### src/hdl/port_cfg_pkg.sv
// shared constants for the port mode and direction control block
package port_cfg_pkg;

  // =====================================================================
  // geometry
  localparam int NUM_PORTS = 4;
  localparam int PORT_W    = 8;
  localparam int PORT_D_W  = 3;

  localparam logic [1:0] PORT_A = 2'h0;
  localparam logic [1:0] PORT_B = 2'h1;
  localparam logic [1:0] PORT_C = 2'h2;
  localparam logic [1:0] PORT_D = 2'h3;

  // =====================================================================
  // register groups inside the io register space
  // byte offset = group * 4 + port index
  localparam logic [5:0] GRP_DATA_IN   = 6'h00;
  localparam logic [5:0] GRP_DATA_OUT  = 6'h01;
  localparam logic [5:0] GRP_ADDR_SEL  = 6'h02;
  localparam logic [5:0] GRP_DIRECTION = 6'h03;
  localparam logic [5:0] GRP_DRIVE_SEL = 6'h04;
  localparam logic [5:0] GRP_ENABLE_OUT = 6'h05;

  localparam int GRP_LSB  = 2;
  localparam int PORT_LSB = 0;

  // =====================================================================
  // reset values and implemented-bit masks
  localparam logic [7:0] PCR_RESET = 8'h00;
  localparam logic [7:0] MASK_ALL  = 8'hFF;
  localparam logic [7:0] MASK_NONE = 8'h00;

  // only pins 2 and 1 exist on port D
  localparam logic [7:0] PORT_D_PINS  = 8'h06;
  // open drain on upper nibble, slew on lower nibble of ports A and B
  localparam logic [7:0] AB_OD_MASK   = 8'hF0;
  localparam logic [7:0] AB_SLEW_MASK = 8'h0F;
  // second macrocell group reaches only PC2, PC3, PC4, PC7
  localparam logic [7:0] PC_MCELL_MASK = 8'h9C;

endpackage : port_cfg_pkg

### src/hdl/pcr_port_regs.sv
// configuration and data-out registers of one port
`timescale 1ns/100ps
`default_nettype none

module pcr_port_regs
  import port_cfg_pkg::*;
#(
  parameter logic [7:0] CTRL_MASK  = 8'hFF,
  parameter logic [7:0] DIR_MASK   = 8'hFF,
  parameter logic [7:0] DRIVE_MASK = 8'hFF,
  parameter logic [7:0] DATA_MASK  = 8'hFF
) (
  input  wire logic       mclk,
  input  wire logic       sys_rst,
  input  wire logic       wrEn,
  input  wire logic [5:0] wrGroup,
  input  wire logic [7:0] wrData,
  output logic      [7:0] dataOutQ,
  output logic      [7:0] addrSelQ,
  output logic      [7:0] dirQ,
  output logic      [7:0] driveQ
);

  logic [7:0] dataOut_d;
  logic [7:0] addrSel_d;
  logic [7:0] dir_d;
  logic [7:0] drive_d;

  // =====================================================================
  // next values: a write updates only the addressed register
  // bits with no pin behind them are stored as zero so they read back 0
  always_comb begin
    dataOut_d = dataOutQ;
    addrSel_d = addrSelQ;
    dir_d     = dirQ;
    drive_d   = driveQ;
    if (wrEn) begin
      unique case (wrGroup)
        GRP_DATA_OUT:  dataOut_d = wrData & DATA_MASK;
        GRP_ADDR_SEL:  addrSel_d = wrData & CTRL_MASK;
        GRP_DIRECTION: dir_d     = wrData & DIR_MASK;
        GRP_DRIVE_SEL: drive_d   = wrData & DRIVE_MASK;
        default:       ;
      endcase
    end
  end

  // =====================================================================
  // power-up state is all zero: every pin an input in mcu io mode
  always_ff @(posedge mclk or posedge sys_rst) begin
    if (sys_rst) begin
      dataOutQ <= PCR_RESET;
      addrSelQ <= PCR_RESET;
      dirQ     <= PCR_RESET;
      driveQ   <= PCR_RESET;
    end else begin
      dataOutQ <= dataOut_d;
      addrSelQ <= addrSel_d;
      dirQ     <= dir_d;
      driveQ   <= drive_d;
    end
  end

endmodule : pcr_port_regs

`default_nettype wire

### src/hdl/port_mode_direction_control.sv
// top of the four-port mode, direction and drive control block
`timescale 1ns/100ps
`default_nettype none

module port_mode_direction_control
  import port_cfg_pkg::*;
(
  input  wire logic                  mclk,
  input  wire logic                  sys_rst,
  // mcu side of the io register space
  input  wire logic [7:0]            busAddr,
  input  wire logic [7:0]            busWrData,
  input  wire logic                  busWrStb,
  input  wire logic                  busRdStb,
  output logic      [7:0]            busRdData,
  // pld side
  input  wire logic [7:0]            oeTermA,
  input  wire logic [7:0]            oeTermB,
  input  wire logic [7:0]            oeTermC,
  input  wire logic [PORT_D_W-1:0]   oeTermD,
  input  wire logic [7:0]            pldOutSelA,
  input  wire logic [7:0]            pldOutSelB,
  input  wire logic [7:0]            pldOutSelC,
  input  wire logic [PORT_D_W-1:0]   pldOutSelD,
  input  wire logic [7:0]            portBGroupSecond,
  input  wire logic [7:0]            macrocell_group_first,
  input  wire logic [7:0]            macrocell_group_second,
  input  wire logic [PORT_D_W-1:0]   extChipSel,
  input  wire logic [7:0]            latchedAddr,
  // peripheral data buffer on port A
  input  wire logic                  periph_buffer_enable,
  input  wire logic                  periph_select_term_a,
  input  wire logic                  periph_select_term_b,
  input  wire logic                  periphDriveOut,
  input  wire logic [7:0]            mcuDataBus,
  output logic      [7:0]            periphRdData,
  // pins
  input  wire logic [7:0]            pinInA,
  input  wire logic [7:0]            pinInB,
  input  wire logic [7:0]            pinInC,
  input  wire logic [PORT_D_W-1:0]   pinInD,
  output logic      [7:0]            pinOutA,
  output logic      [7:0]            pinOutB,
  output logic      [7:0]            pinOutC,
  output logic      [PORT_D_W-1:0]   pinOutD,
  output logic      [7:0]            pinOeNA,
  output logic      [7:0]            pinOeNB,
  output logic      [7:0]            pinOeNC,
  output logic      [PORT_D_W-1:0]   pinOeND,
  output logic      [7:0]            fastSlewA,
  output logic      [7:0]            fastSlewB,
  output logic      [PORT_D_W-1:0]   fastSlewD
);

  // =====================================================================
  // per-port views, all padded to eight bits
  logic [NUM_PORTS-1:0][7:0] dataOutQ;
  logic [NUM_PORTS-1:0][7:0] addrSelQ;
  logic [NUM_PORTS-1:0][7:0] dirQ;
  logic [NUM_PORTS-1:0][7:0] driveQ;
  logic [NUM_PORTS-1:0][7:0] pinIn;
  logic [NUM_PORTS-1:0][7:0] oeTerm;
  logic [NUM_PORTS-1:0][7:0] pldSel;
  logic [NUM_PORTS-1:0][7:0] pldData;
  logic [NUM_PORTS-1:0][7:0] muxData;
  logic [NUM_PORTS-1:0][7:0] muxEn;
  logic [NUM_PORTS-1:0][7:0] drvEn;
  logic [NUM_PORTS-1:0][7:0] muxSlew;

  logic [5:0] wrGroup;
  logic [1:0] wrPort;
  logic       periphSelected;

  // address splits into register group and port index; a strobe held
  // high for two cycles writes twice, so the bus keeps it to one cycle
  assign wrGroup = busAddr[7:GRP_LSB];
  assign wrPort  = busAddr[GRP_LSB-1:PORT_LSB];

  // either select term opens the buffer
  assign periphSelected = periph_select_term_a || periph_select_term_b;

  // =====================================================================
  // widen port D to the common eight-bit form
  assign pinIn[PORT_A]  = pinInA;
  assign pinIn[PORT_B]  = pinInB;
  assign pinIn[PORT_C]  = pinInC;
  assign pinIn[PORT_D]  = {5'h00, pinInD};
  assign oeTerm[PORT_A] = oeTermA;
  assign oeTerm[PORT_B] = oeTermB;
  assign oeTerm[PORT_C] = oeTermC;
  assign oeTerm[PORT_D] = {5'h00, oeTermD};
  assign pldSel[PORT_A] = pldOutSelA;
  assign pldSel[PORT_B] = pldOutSelB;
  assign pldSel[PORT_C] = pldOutSelC;
  assign pldSel[PORT_D] = {5'h00, pldOutSelD};

  // =====================================================================
  // pld output sources: first group on A, first or second on B,
  // second on C, external chip selects on D
  assign pldData[PORT_A] = macrocell_group_first;
  assign pldData[PORT_B] = (portBGroupSecond & macrocell_group_second)
                         | (~portBGroupSecond & macrocell_group_first);
  assign pldData[PORT_C] = macrocell_group_second;
  assign pldData[PORT_D] = {5'h00, extChipSel};

  // =====================================================================
  // register sets; address select exists on ports A and B only
  pcr_port_regs #(
    .CTRL_MASK  (MASK_ALL),
    .DIR_MASK   (MASK_ALL),
    .DRIVE_MASK (MASK_ALL),
    .DATA_MASK  (MASK_ALL)
  ) u_regs_a (
    .mclk     (mclk),
    .sys_rst  (sys_rst),
    .wrEn     (busWrStb && (wrPort == PORT_A)),
    .wrGroup  (wrGroup),
    .wrData   (busWrData),
    .dataOutQ (dataOutQ[PORT_A]),
    .addrSelQ (addrSelQ[PORT_A]),
    .dirQ     (dirQ[PORT_A]),
    .driveQ   (driveQ[PORT_A])
  );

  // port B has the same register set as port A
  pcr_port_regs #(
    .CTRL_MASK  (MASK_ALL),
    .DIR_MASK   (MASK_ALL),
    .DRIVE_MASK (MASK_ALL),
    .DATA_MASK  (MASK_ALL)
  ) u_regs_b (
    .mclk     (mclk),
    .sys_rst  (sys_rst),
    .wrEn     (busWrStb && (wrPort == PORT_B)),
    .wrGroup  (wrGroup),
    .wrData   (busWrData),
    .dataOutQ (dataOutQ[PORT_B]),
    .addrSelQ (addrSelQ[PORT_B]),
    .dirQ     (dirQ[PORT_B]),
    .driveQ   (driveQ[PORT_B])
  );

  // port C: no address select, so that register stores nothing
  pcr_port_regs #(
    .CTRL_MASK  (MASK_NONE),
    .DIR_MASK   (MASK_ALL),
    .DRIVE_MASK (MASK_ALL),
    .DATA_MASK  (MASK_ALL)
  ) u_regs_c (
    .mclk     (mclk),
    .sys_rst  (sys_rst),
    .wrEn     (busWrStb && (wrPort == PORT_C)),
    .wrGroup  (wrGroup),
    .wrData   (busWrData),
    .dataOutQ (dataOutQ[PORT_C]),
    .addrSelQ (addrSelQ[PORT_C]),
    .dirQ     (dirQ[PORT_C]),
    .driveQ   (driveQ[PORT_C])
  );

  // port D: only the two real pins keep any state
  pcr_port_regs #(
    .CTRL_MASK  (MASK_NONE),
    .DIR_MASK   (PORT_D_PINS),
    .DRIVE_MASK (PORT_D_PINS),
    .DATA_MASK  (PORT_D_PINS)
  ) u_regs_d (
    .mclk     (mclk),
    .sys_rst  (sys_rst),
    .wrEn     (busWrStb && (wrPort == PORT_D)),
    .wrGroup  (wrGroup),
    .wrData   (busWrData),
    .dataOutQ (dataOutQ[PORT_D]),
    .addrSelQ (addrSelQ[PORT_D]),
    .dirQ     (dirQ[PORT_D]),
    .driveQ   (driveQ[PORT_D])
  );

  // =====================================================================
  // pin multiplexers, one per port with its own capabilities
  // masks are fixed per port; software cannot widen what a port offers
  for (genvar p = 0; p < NUM_PORTS; p++) begin : g_port
    localparam logic [7:0] OD_M   = (p < 2) ? AB_OD_MASK
                                  : (p == 2) ? MASK_ALL : MASK_NONE;
    localparam logic [7:0] SLEW_M = (p < 2) ? AB_SLEW_MASK
                                  : (p == 2) ? MASK_NONE : PORT_D_PINS;
    localparam logic [7:0] PLD_M  = (p == 2) ? PC_MCELL_MASK
                                  : (p == 3) ? PORT_D_PINS : MASK_ALL;

    port_pin_mux #(
      .OD_MASK    (OD_M),
      .SLEW_MASK  (SLEW_M),
      .PLD_MASK   (PLD_M),
      .HAS_PERIPH (p == 0)
    ) u_mux (
      .dataOut        (dataOutQ[p]),
      .addrSel        (addrSelQ[p]),
      .dir            (dirQ[p]),
      .driveSel       (driveQ[p]),
      .oeTerm         (oeTerm[p]),
      .pldOutSel      (pldSel[p]),
      .pldData        (pldData[p]),
      .latchedAddr    (latchedAddr),
      .periphActive   (periph_buffer_enable),
      .periphSelected (periphSelected),
      .periphDriveOut (periphDriveOut),
      .mcuData        (mcuDataBus),
      .pinData        (muxData[p]),
      .pinEnable      (muxEn[p]),
      .drvEnable      (drvEn[p]),
      .fastSlew       (muxSlew[p])
    );
  end

  // =====================================================================
  // read mux; unmapped groups read as zero
  // enable out shows dir OR oe term, or the buffer enable on port A in peripheral mode, before open drain is applied
  logic [7:0] rdData_d;
  logic [7:0] busRdData_d;

  always_comb begin
    unique case (wrGroup)
      GRP_DATA_IN:    rdData_d = pinIn[wrPort];
      GRP_DATA_OUT:   rdData_d = dataOutQ[wrPort];
      GRP_ADDR_SEL:   rdData_d = addrSelQ[wrPort];
      GRP_DIRECTION:  rdData_d = dirQ[wrPort];
      GRP_DRIVE_SEL:  rdData_d = driveQ[wrPort];
      GRP_ENABLE_OUT: rdData_d = drvEn[wrPort];
      default:        rdData_d = 8'h00;
    endcase
    // hold the last value between read strobes
    busRdData_d = busRdStb ? rdData_d : busRdData;
  end

  // =====================================================================
  // output stage: every top output is a flop, so pins lag the
  // registers by one mclk; accepted to keep pins glitch-free
  logic [NUM_PORTS-1:0][7:0] pinOut_q;
  logic [NUM_PORTS-1:0][7:0] pinOeN_q;
  logic [NUM_PORTS-1:0][7:0] slew_q;
  logic [7:0]                periphRd_q;
  logic [7:0]                busRd_q;

  always_ff @(posedge mclk or posedge sys_rst) begin
    if (sys_rst) begin
      pinOut_q   <= '0;
      pinOeN_q   <= '1; // all pins released at reset
      slew_q     <= '0;
      periphRd_q <= 8'h00;
      busRd_q    <= 8'h00;
    end else begin
      pinOut_q   <= muxData;
      pinOeN_q   <= ~muxEn;
      slew_q     <= muxSlew;
      periphRd_q <= pinIn[PORT_A];
      busRd_q    <= busRdData_d;
    end
  end

  // =====================================================================
  // drive the ports from the flops
  assign busRdData    = busRd_q;
  assign periphRdData = periphRd_q;
  assign pinOutA      = pinOut_q[PORT_A];
  assign pinOutB      = pinOut_q[PORT_B];
  assign pinOutC      = pinOut_q[PORT_C];
  assign pinOutD      = pinOut_q[PORT_D][PORT_D_W-1:0];
  assign pinOeNA      = pinOeN_q[PORT_A];
  assign pinOeNB      = pinOeN_q[PORT_B];
  assign pinOeNC      = pinOeN_q[PORT_C];
  assign pinOeND      = pinOeN_q[PORT_D][PORT_D_W-1:0];
  assign fastSlewA    = slew_q[PORT_A];
  assign fastSlewB    = slew_q[PORT_B];
  assign fastSlewD    = slew_q[PORT_D][PORT_D_W-1:0];

endmodule : port_mode_direction_control

`default_nettype wire

### src/hdl/port_pin_mux.sv
// per-pin source select and driver enable of one port
`timescale 1ns/100ps
`default_nettype none

module port_pin_mux
  import port_cfg_pkg::*;
#(
  parameter logic [7:0] OD_MASK   = 8'h00,
  parameter logic [7:0] SLEW_MASK = 8'h00,
  parameter logic [7:0] PLD_MASK  = 8'hFF,
  parameter bit         HAS_PERIPH = 1'b0
) (
  input  wire logic [7:0] dataOut,
  input  wire logic [7:0] addrSel,
  input  wire logic [7:0] dir,
  input  wire logic [7:0] driveSel,
  input  wire logic [7:0] oeTerm,
  input  wire logic [7:0] pldOutSel,
  input  wire logic [7:0] pldData,
  input  wire logic [7:0] latchedAddr,
  input  wire logic       periphActive,
  input  wire logic       periphSelected,
  input  wire logic       periphDriveOut,
  input  wire logic [7:0] mcuData,
  output logic      [7:0] pinData,
  output logic      [7:0] pinEnable,
  output logic      [7:0] drvEnable,
  output logic      [7:0] fastSlew
);

  logic periphMode;

  // peripheral mode takes the whole port, only where the port has it
  assign periphMode = HAS_PERIPH && periphActive;

  // =====================================================================
  // one slice per pin; bit i of each register governs pin i only
  for (genvar i = 0; i < PORT_W; i++) begin : g_pin
    logic srcBit;
    logic enBit;

    // source priority: peripheral buffer, latched address, pld, data out
    always_comb begin
      if (periphMode) begin
        srcBit = mcuData[i];
      end else if (addrSel[i]) begin
        srcBit = latchedAddr[i];
      end else if (pldOutSel[i] && PLD_MASK[i]) begin
        srcBit = pldData[i];
      end else begin
        srcBit = dataOut[i];
      end
    end

    // enable is direction OR product term; buffer needs a select term
    always_comb begin
      if (periphMode) begin
        enBit = periphSelected && periphDriveOut;
      end else begin
        enBit = dir[i] || oeTerm[i];
      end
    end

    // open drain only ever pulls low; high is left to the pull-up
    always_comb begin
      drvEnable[i] = enBit;
      if (OD_MASK[i] && driveSel[i]) begin
        pinData[i]   = 1'b0;
        pinEnable[i] = enBit && !srcBit;
      end else begin
        pinData[i]   = srcBit;
        pinEnable[i] = enBit;
      end
      fastSlew[i] = SLEW_MASK[i] && driveSel[i];
    end
  end

endmodule : port_pin_mux

`default_nettype wire

### config.mk
export PLATFORM = sky130hd
export DESIGN_NAME = port_mode_direction_control
export DESIGN_NICKNAME = d
export VERILOG_FILES = /design/src/hdl/port_cfg_pkg.sv /design/src/hdl/pcr_port_regs.sv /design/src/hdl/port_mode_direction_control.sv /design/src/hdl/port_pin_mux.sv
export SDC_FILE = /design/constraint.sdc
export NUM_CORES = 1
export LEC_CHECK = 0
export BUFFER_PORTS_ARGS = -buffer_cell sky130_fd_sc_hd__buf_2
export CAP_MARGIN = 20
export CORE_MARGIN = 4
export CORE_UTILIZATION = 42
export DETAILED_ROUTE_END_ITERATION = 8
export MAX_ROUTING_LAYER = met4
export PLACE_DENSITY = 0.67
export SLEW_MARGIN = 10
export SYNTH_ARGS = -nofsm -noshare
export SYNTH_HDL_FRONTEND = slang
export SYNTH_SLANG_ARGS = --single-unit
### constraint.sdc
create_clock -name mclk -period 7.9 [get_ports mclk]
set_input_delay 1.185 -clock mclk [delete_from_list [all_inputs] [get_ports mclk]]
set_output_delay 1.185 -clock mclk [all_outputs]
set_load 0.02 [all_outputs]
# Yosys cells after proc, flatten, opt, wreduce, memory -nomap -nowiden
# Index checks and enable logic that the tools add are counted.
# word_totals
ff_bits	173
latchBits	0
mem_bits_rw	0
mem_bits_ro	0
in_bits	148
out_inout_bits	89
memories	0
# op_classes
n_addsub	0
mul	0
div	0
magnitude_cmp	1
eq_ne	8
n_shift	0
mux	99
n_bitwise	5
reduce_logical	80
# ops
cell	n
$bmux W8 S2	6
$mux W1	86
$mux W8	6
$pmux W8 S6	1
$reduce_and A2 Y1	14
$logic_or A1 B1 Y1	27
$not A27 Y27	1
$logic_and A1 B1 Y1	21
$and A8 B8 Y8	2
$logic_not A1 Y1	16
$eq A6 B2 Y1 const B	2
$eq A6 B3 Y1 const B	2
$not A8 Y8	1
$or A8 B8 Y8	1
$eq A6 B1 Y1 const B	1
$logic_not A6 Y1	1
$eq A2 B2 Y1 const B	2
$lt A2 B3 Y1 const B	1
$eq A2 B1 Y1 const B	1
$logic_not A2 Y1	1

# Logic depth before layout (Yosys ltp)
# depth
ltp_word	9
mapped_depth	8
ltp_nobuf	5

# Modules after synthesis
# From an unflattened synthesis, not the netlist that was laid out.
# unflattened
cells_unflattened	809
area_unflattened_um2	10222.3
# by_module_without_submodules
mod	instances	cells_per_inst	area_per_inst_um2	seq_area_each_um2
port_mode_direction_control	1	281	4276.6	2260.9
pcr_port_regs at u_regs_a ...	2	75	1273.7	800.8
pcr_port_regs at u_regs_c	1	65	1011.0	600.6
port_pin_mux at g_port[0].u_mux	1	84	586.8	0.0
pcr_port_regs at u_regs_d	1	46	485.5	150.1
port_pin_mux at g_port[1].u_mux	1	69	464.2	0.0
port_pin_mux at g_port[2].u_mux	1	61	429.2	0.0
port_pin_mux at g_port[3].u_mux	1	53	421.7	0.0

# Worst setup path before layout
# Ideal clock, no wire load.
# synth_path
path_kind	input to register
start	input busAddr[0]
end	register u_regs_d.dirQ[1]
setup_ns	0.125
arrival_time_ns	2.656
required_ns	7.775
setup_slack_ns	5.119
cell_stages	7
cell_sequence	buf_4 -> buf_4 -> buf_2 -> buf_2 -> nand3_1 -> nor2_1 -> mux2_2
# synth_between
elab_chain_len	3
# synth_lines
element	line_no	source
start: declaration	port_mode_direction_control.sv:11	input wire logic [7:0] busAddr,
$eq A2 B2 Y1	port_mode_direction_control.sv:170	.wrEn (busWrStb && (wrPort == PORT_D)),
$logic_and A1 B1 Y1	port_mode_direction_control.sv:170	
$reduce_and A2 Y1 (no source line)	-	
end signal: assignment	pcr_port_regs.sv:59	dirQ <= dir_d;
end: declaration	pcr_port_regs.sv:20	output logic [7:0] dirQ,
# Every way passes these cells.
# A chain may end at the register's enable or synchronous reset.

# Final worst setup path
# layout_path
start	input busAddr[5]
end	register u_regs_b.driveQ[1]
# layout_between
elab_chain_len	2
# layout_lines
element	line_no	source
$eq A6 B3 Y1	pcr_port_regs.sv:38	unique case (wrGroup)
$reduce_and A2 Y1 (no source line)	-	
end signal: assignment	pcr_port_regs.sv:60	driveQ <= drive_d;
end: declaration	pcr_port_regs.sv:21	output logic [7:0] driveQ
# Every way passes these cells.

==> flow_summary.yaml <==
setup_path:
  end_kind: "flip-flop"
  cpPeakStageDelay_ns: 0.84
  cp_max_fo: 12
  r2r_slack_ns: 6.25
  worst_path_max_delay_cell: "nand4b_1"
  arrival_ns: 3.87
  critPathKind: "in -> reg"
  crit_chain: "buf_2, nor3_1, and3_1, nand4b_1, mux2_2"
  start_kind: "primary input"
  crit_required_ns: 8.21
timing:
  setup_viol: 0
  setup_tns_ns: 0
  max_freq_mhz: 281
  rsz0062_at_grt: "false"
  drv_slew: 0
  fin_crit_ns: 3.55
  skew_ns: 0.00759
  fin_crit_sh_pct: 45.0
  relSlewSlack_pct: 38.3
  worst_pin_slew_ns: 0.926
  hold_violations: 0
global_route:
  gr-total-overflow: 0
  grt_usage_pct: 22.6
  grt_max_degree: 102
  grt_pass1_vias: 6255
  grt_first_pass_wirelength_um: 35800
  antenna_found_initial: 1
yosys:
  synth_top_area_share_pct: 45.6
  synth_top_area_cell: "dfrtp_1"
  synth_cell_types: 52
  yosys_warnings: 0
  async_flop_share_pct: 100
  netlist_instances: 676
  synth_most_common_cell: "dfrtp_1"
  synth_area_leaders: "dfrtp_1 (46%), mux2_2 (13%), dfstp_2 (8.9%)"
  synth_seq_area_share_pct: 54.5
  synth_commonest_cells: "dfrtp_1 (146), mux2_2 (94), nand2_1 (54), o21ai_0 (49), nor2_1 (46)"
  synth-main-ff-cell: "dfrtp_1"
  syn_avg_cell_area_um2: 11.8
  synth_edf_count: 0
  ys_ff_latch: 173
  syn_area_um2: 8010
layout:
  nets: 1030
  drive_gt1_share_pct: 43.4
  final_cell_area_um2: 9810
  fin_cells: 1130
  area_growth_pct: 22.5
routing:
  remaining_drc_errors: 0
  vias_per_cell: 5.45
  drtPass1Iterations: 5
  ant_nets: 0
  vias: 6161
  wl_per_cell_um: 20.8
  wl_um: 23500
  drtIter0Drc: 441
clock_network:
  insertion_delay_ns: 0.43
  ctsHtreeMaxLevel: 4
  cts-buffers-inserted: 17
  cts.sinks: 173
  clk_pin_slew_ns: 0.06
  cts_tree: "done"
  clockRootBuffer: "clkbuf_16"
  cts-resized-gates: 0
  postCtsHoldBufs: 0
  clock_path_buffers: 2
  post_cts_buffers: 0
placement:
  place.gp.congestion: 0.807
  place_area_um2: 9240
  io_buffer_count: 220
  dp_hpwl_um: 16200
  placed_cells: 1097
die:
  die_w_um: 146
  rows: 50
  initial_core_util_pct: 42.8
  core_area_um2: 18700
  die_h_um: 146
  ios: 237
  dieArea_um2: 21300
run_status:
  status: "completed"
power_and_ir_drop:
  power_density_nw_per_um2: 205
  ir_drop_v: 0.000154
  p_leak_uw: 0.00488
min_path:
  hold_class: "reg -> reg"
run:
  max_cap_viol_count: 0
registers in the layout, indices dropped and copies added, names as in the netlist, 8 cells and up:
name               cells
u_regs_c.driveQ        8
pinOutB                8
periphRdData           8
pinOeNA                8
u_regs_b.addrSelQ      8
u_regs_a.dirQ          8
u_regs_a.driveQ        8
u_regs_c.dirQ          8
u_regs_c.dataOutQ      8
u_regs_b.dirQ          8
u_regs_a.addrSelQ      8
pinOeNC                8
pinOutC                8
pinOeNB                8
busRdData              8
u_regs_a.dataOutQ      8
pinOutA                8
u_regs_b.dataOutQ      8
u_regs_b.driveQ        8
area by class of cell:
type / instances / area (µm²)
multi-input combinational: 459 / 3420
timing repair buffer: 224 / 1130
antenna: 1 / 2.50
inverter: 7 / 31.3
sequential: 173 / 4360
clock buffer: 23 / 458
clock inverter: 9 / 113
fill: 1670 / 8890
tap: 234 / 293
report_power, final:
part	switching, µW	internal [µW]
combinational	140	94.9
sequential	26.8	937
clock	341	475
layer usage:
metal / part of all wire [%] / global-route usage [%]
met1: 43 / 29.7
met2: 47 / 34.9
met3: 7.3 / 5.87
met4: 2.4 / 6.87
met5: 0 / -
worst max-delay path, delay by kind of cell:
| kind | cells | cell delay, ns |
|---|---|---|
| mux | 1 | 0.56 |
| buf+inv | 1 | 0.12 |
| simple gates | 3 | 2.00 |
placed cells by master (no fill, tap or decap), types with 10 or more instances in the layout:
master     instances
buf_2            219
dfrtp_1          146
mux2_2            94
nand2_1           54
o21ai_0           49
nor2_1            46
mux2i_1           43
a21oi_1           27
dfstp_2           27
nor2b_1           22
clkbuf_16         17
nand3_1           10
a211oi_1          10
o31ai_1           10
conb_1            10
logic make-up (layout without fill, tap and decap cells):
kind of cell	Yosys count	in the layout	share of synthesized area [%]
other	1	11	0.0468
flip-flops	173	173	54.5
AO/OA/AOI/OAI	137	137	10.8
buffers and inverters	53	263	3.27
multiplexers	152	152	22.0
AND/OR/NAND/NOR	160	160	9.48
through the flow:
step / power [µW] / worst slack [ns] / hold WS [ns] / util, %
detailed placement: 1220 / 3.96 / 0.384 / 49.4
floorplan: 1120 / 2.07 / 0.364 / -
global placement: 1210 / 3.96 / 0.382 / 49.4
global route: 2100 / 4.31 / 0.419 / 52.5
CTS: 2030 / 4.40 / 0.402 / 52.4
finish: 2010 / 4.35 / 0.406 / 52.5
worst paths after layout:
check	cells past startpoint	start	endpoint
min in group asynchronous	2	sys_rst	pinOutA[3]
min	0	u_regs_b.driveQ[2]	fastSlewB[2]
max in group asynchronous	3	sys_rst	u_regs_a.addrSelQ[1]
max reg2reg	3	u_regs_b.dirQ[0]	busRdData[0]
max	5	busAddr[5]	u_regs_b.driveQ[1]
min reg2reg	0	u_regs_b.driveQ[2]	fastSlewB[2]
Note: power is estimated with default switching activity, not from simulation.
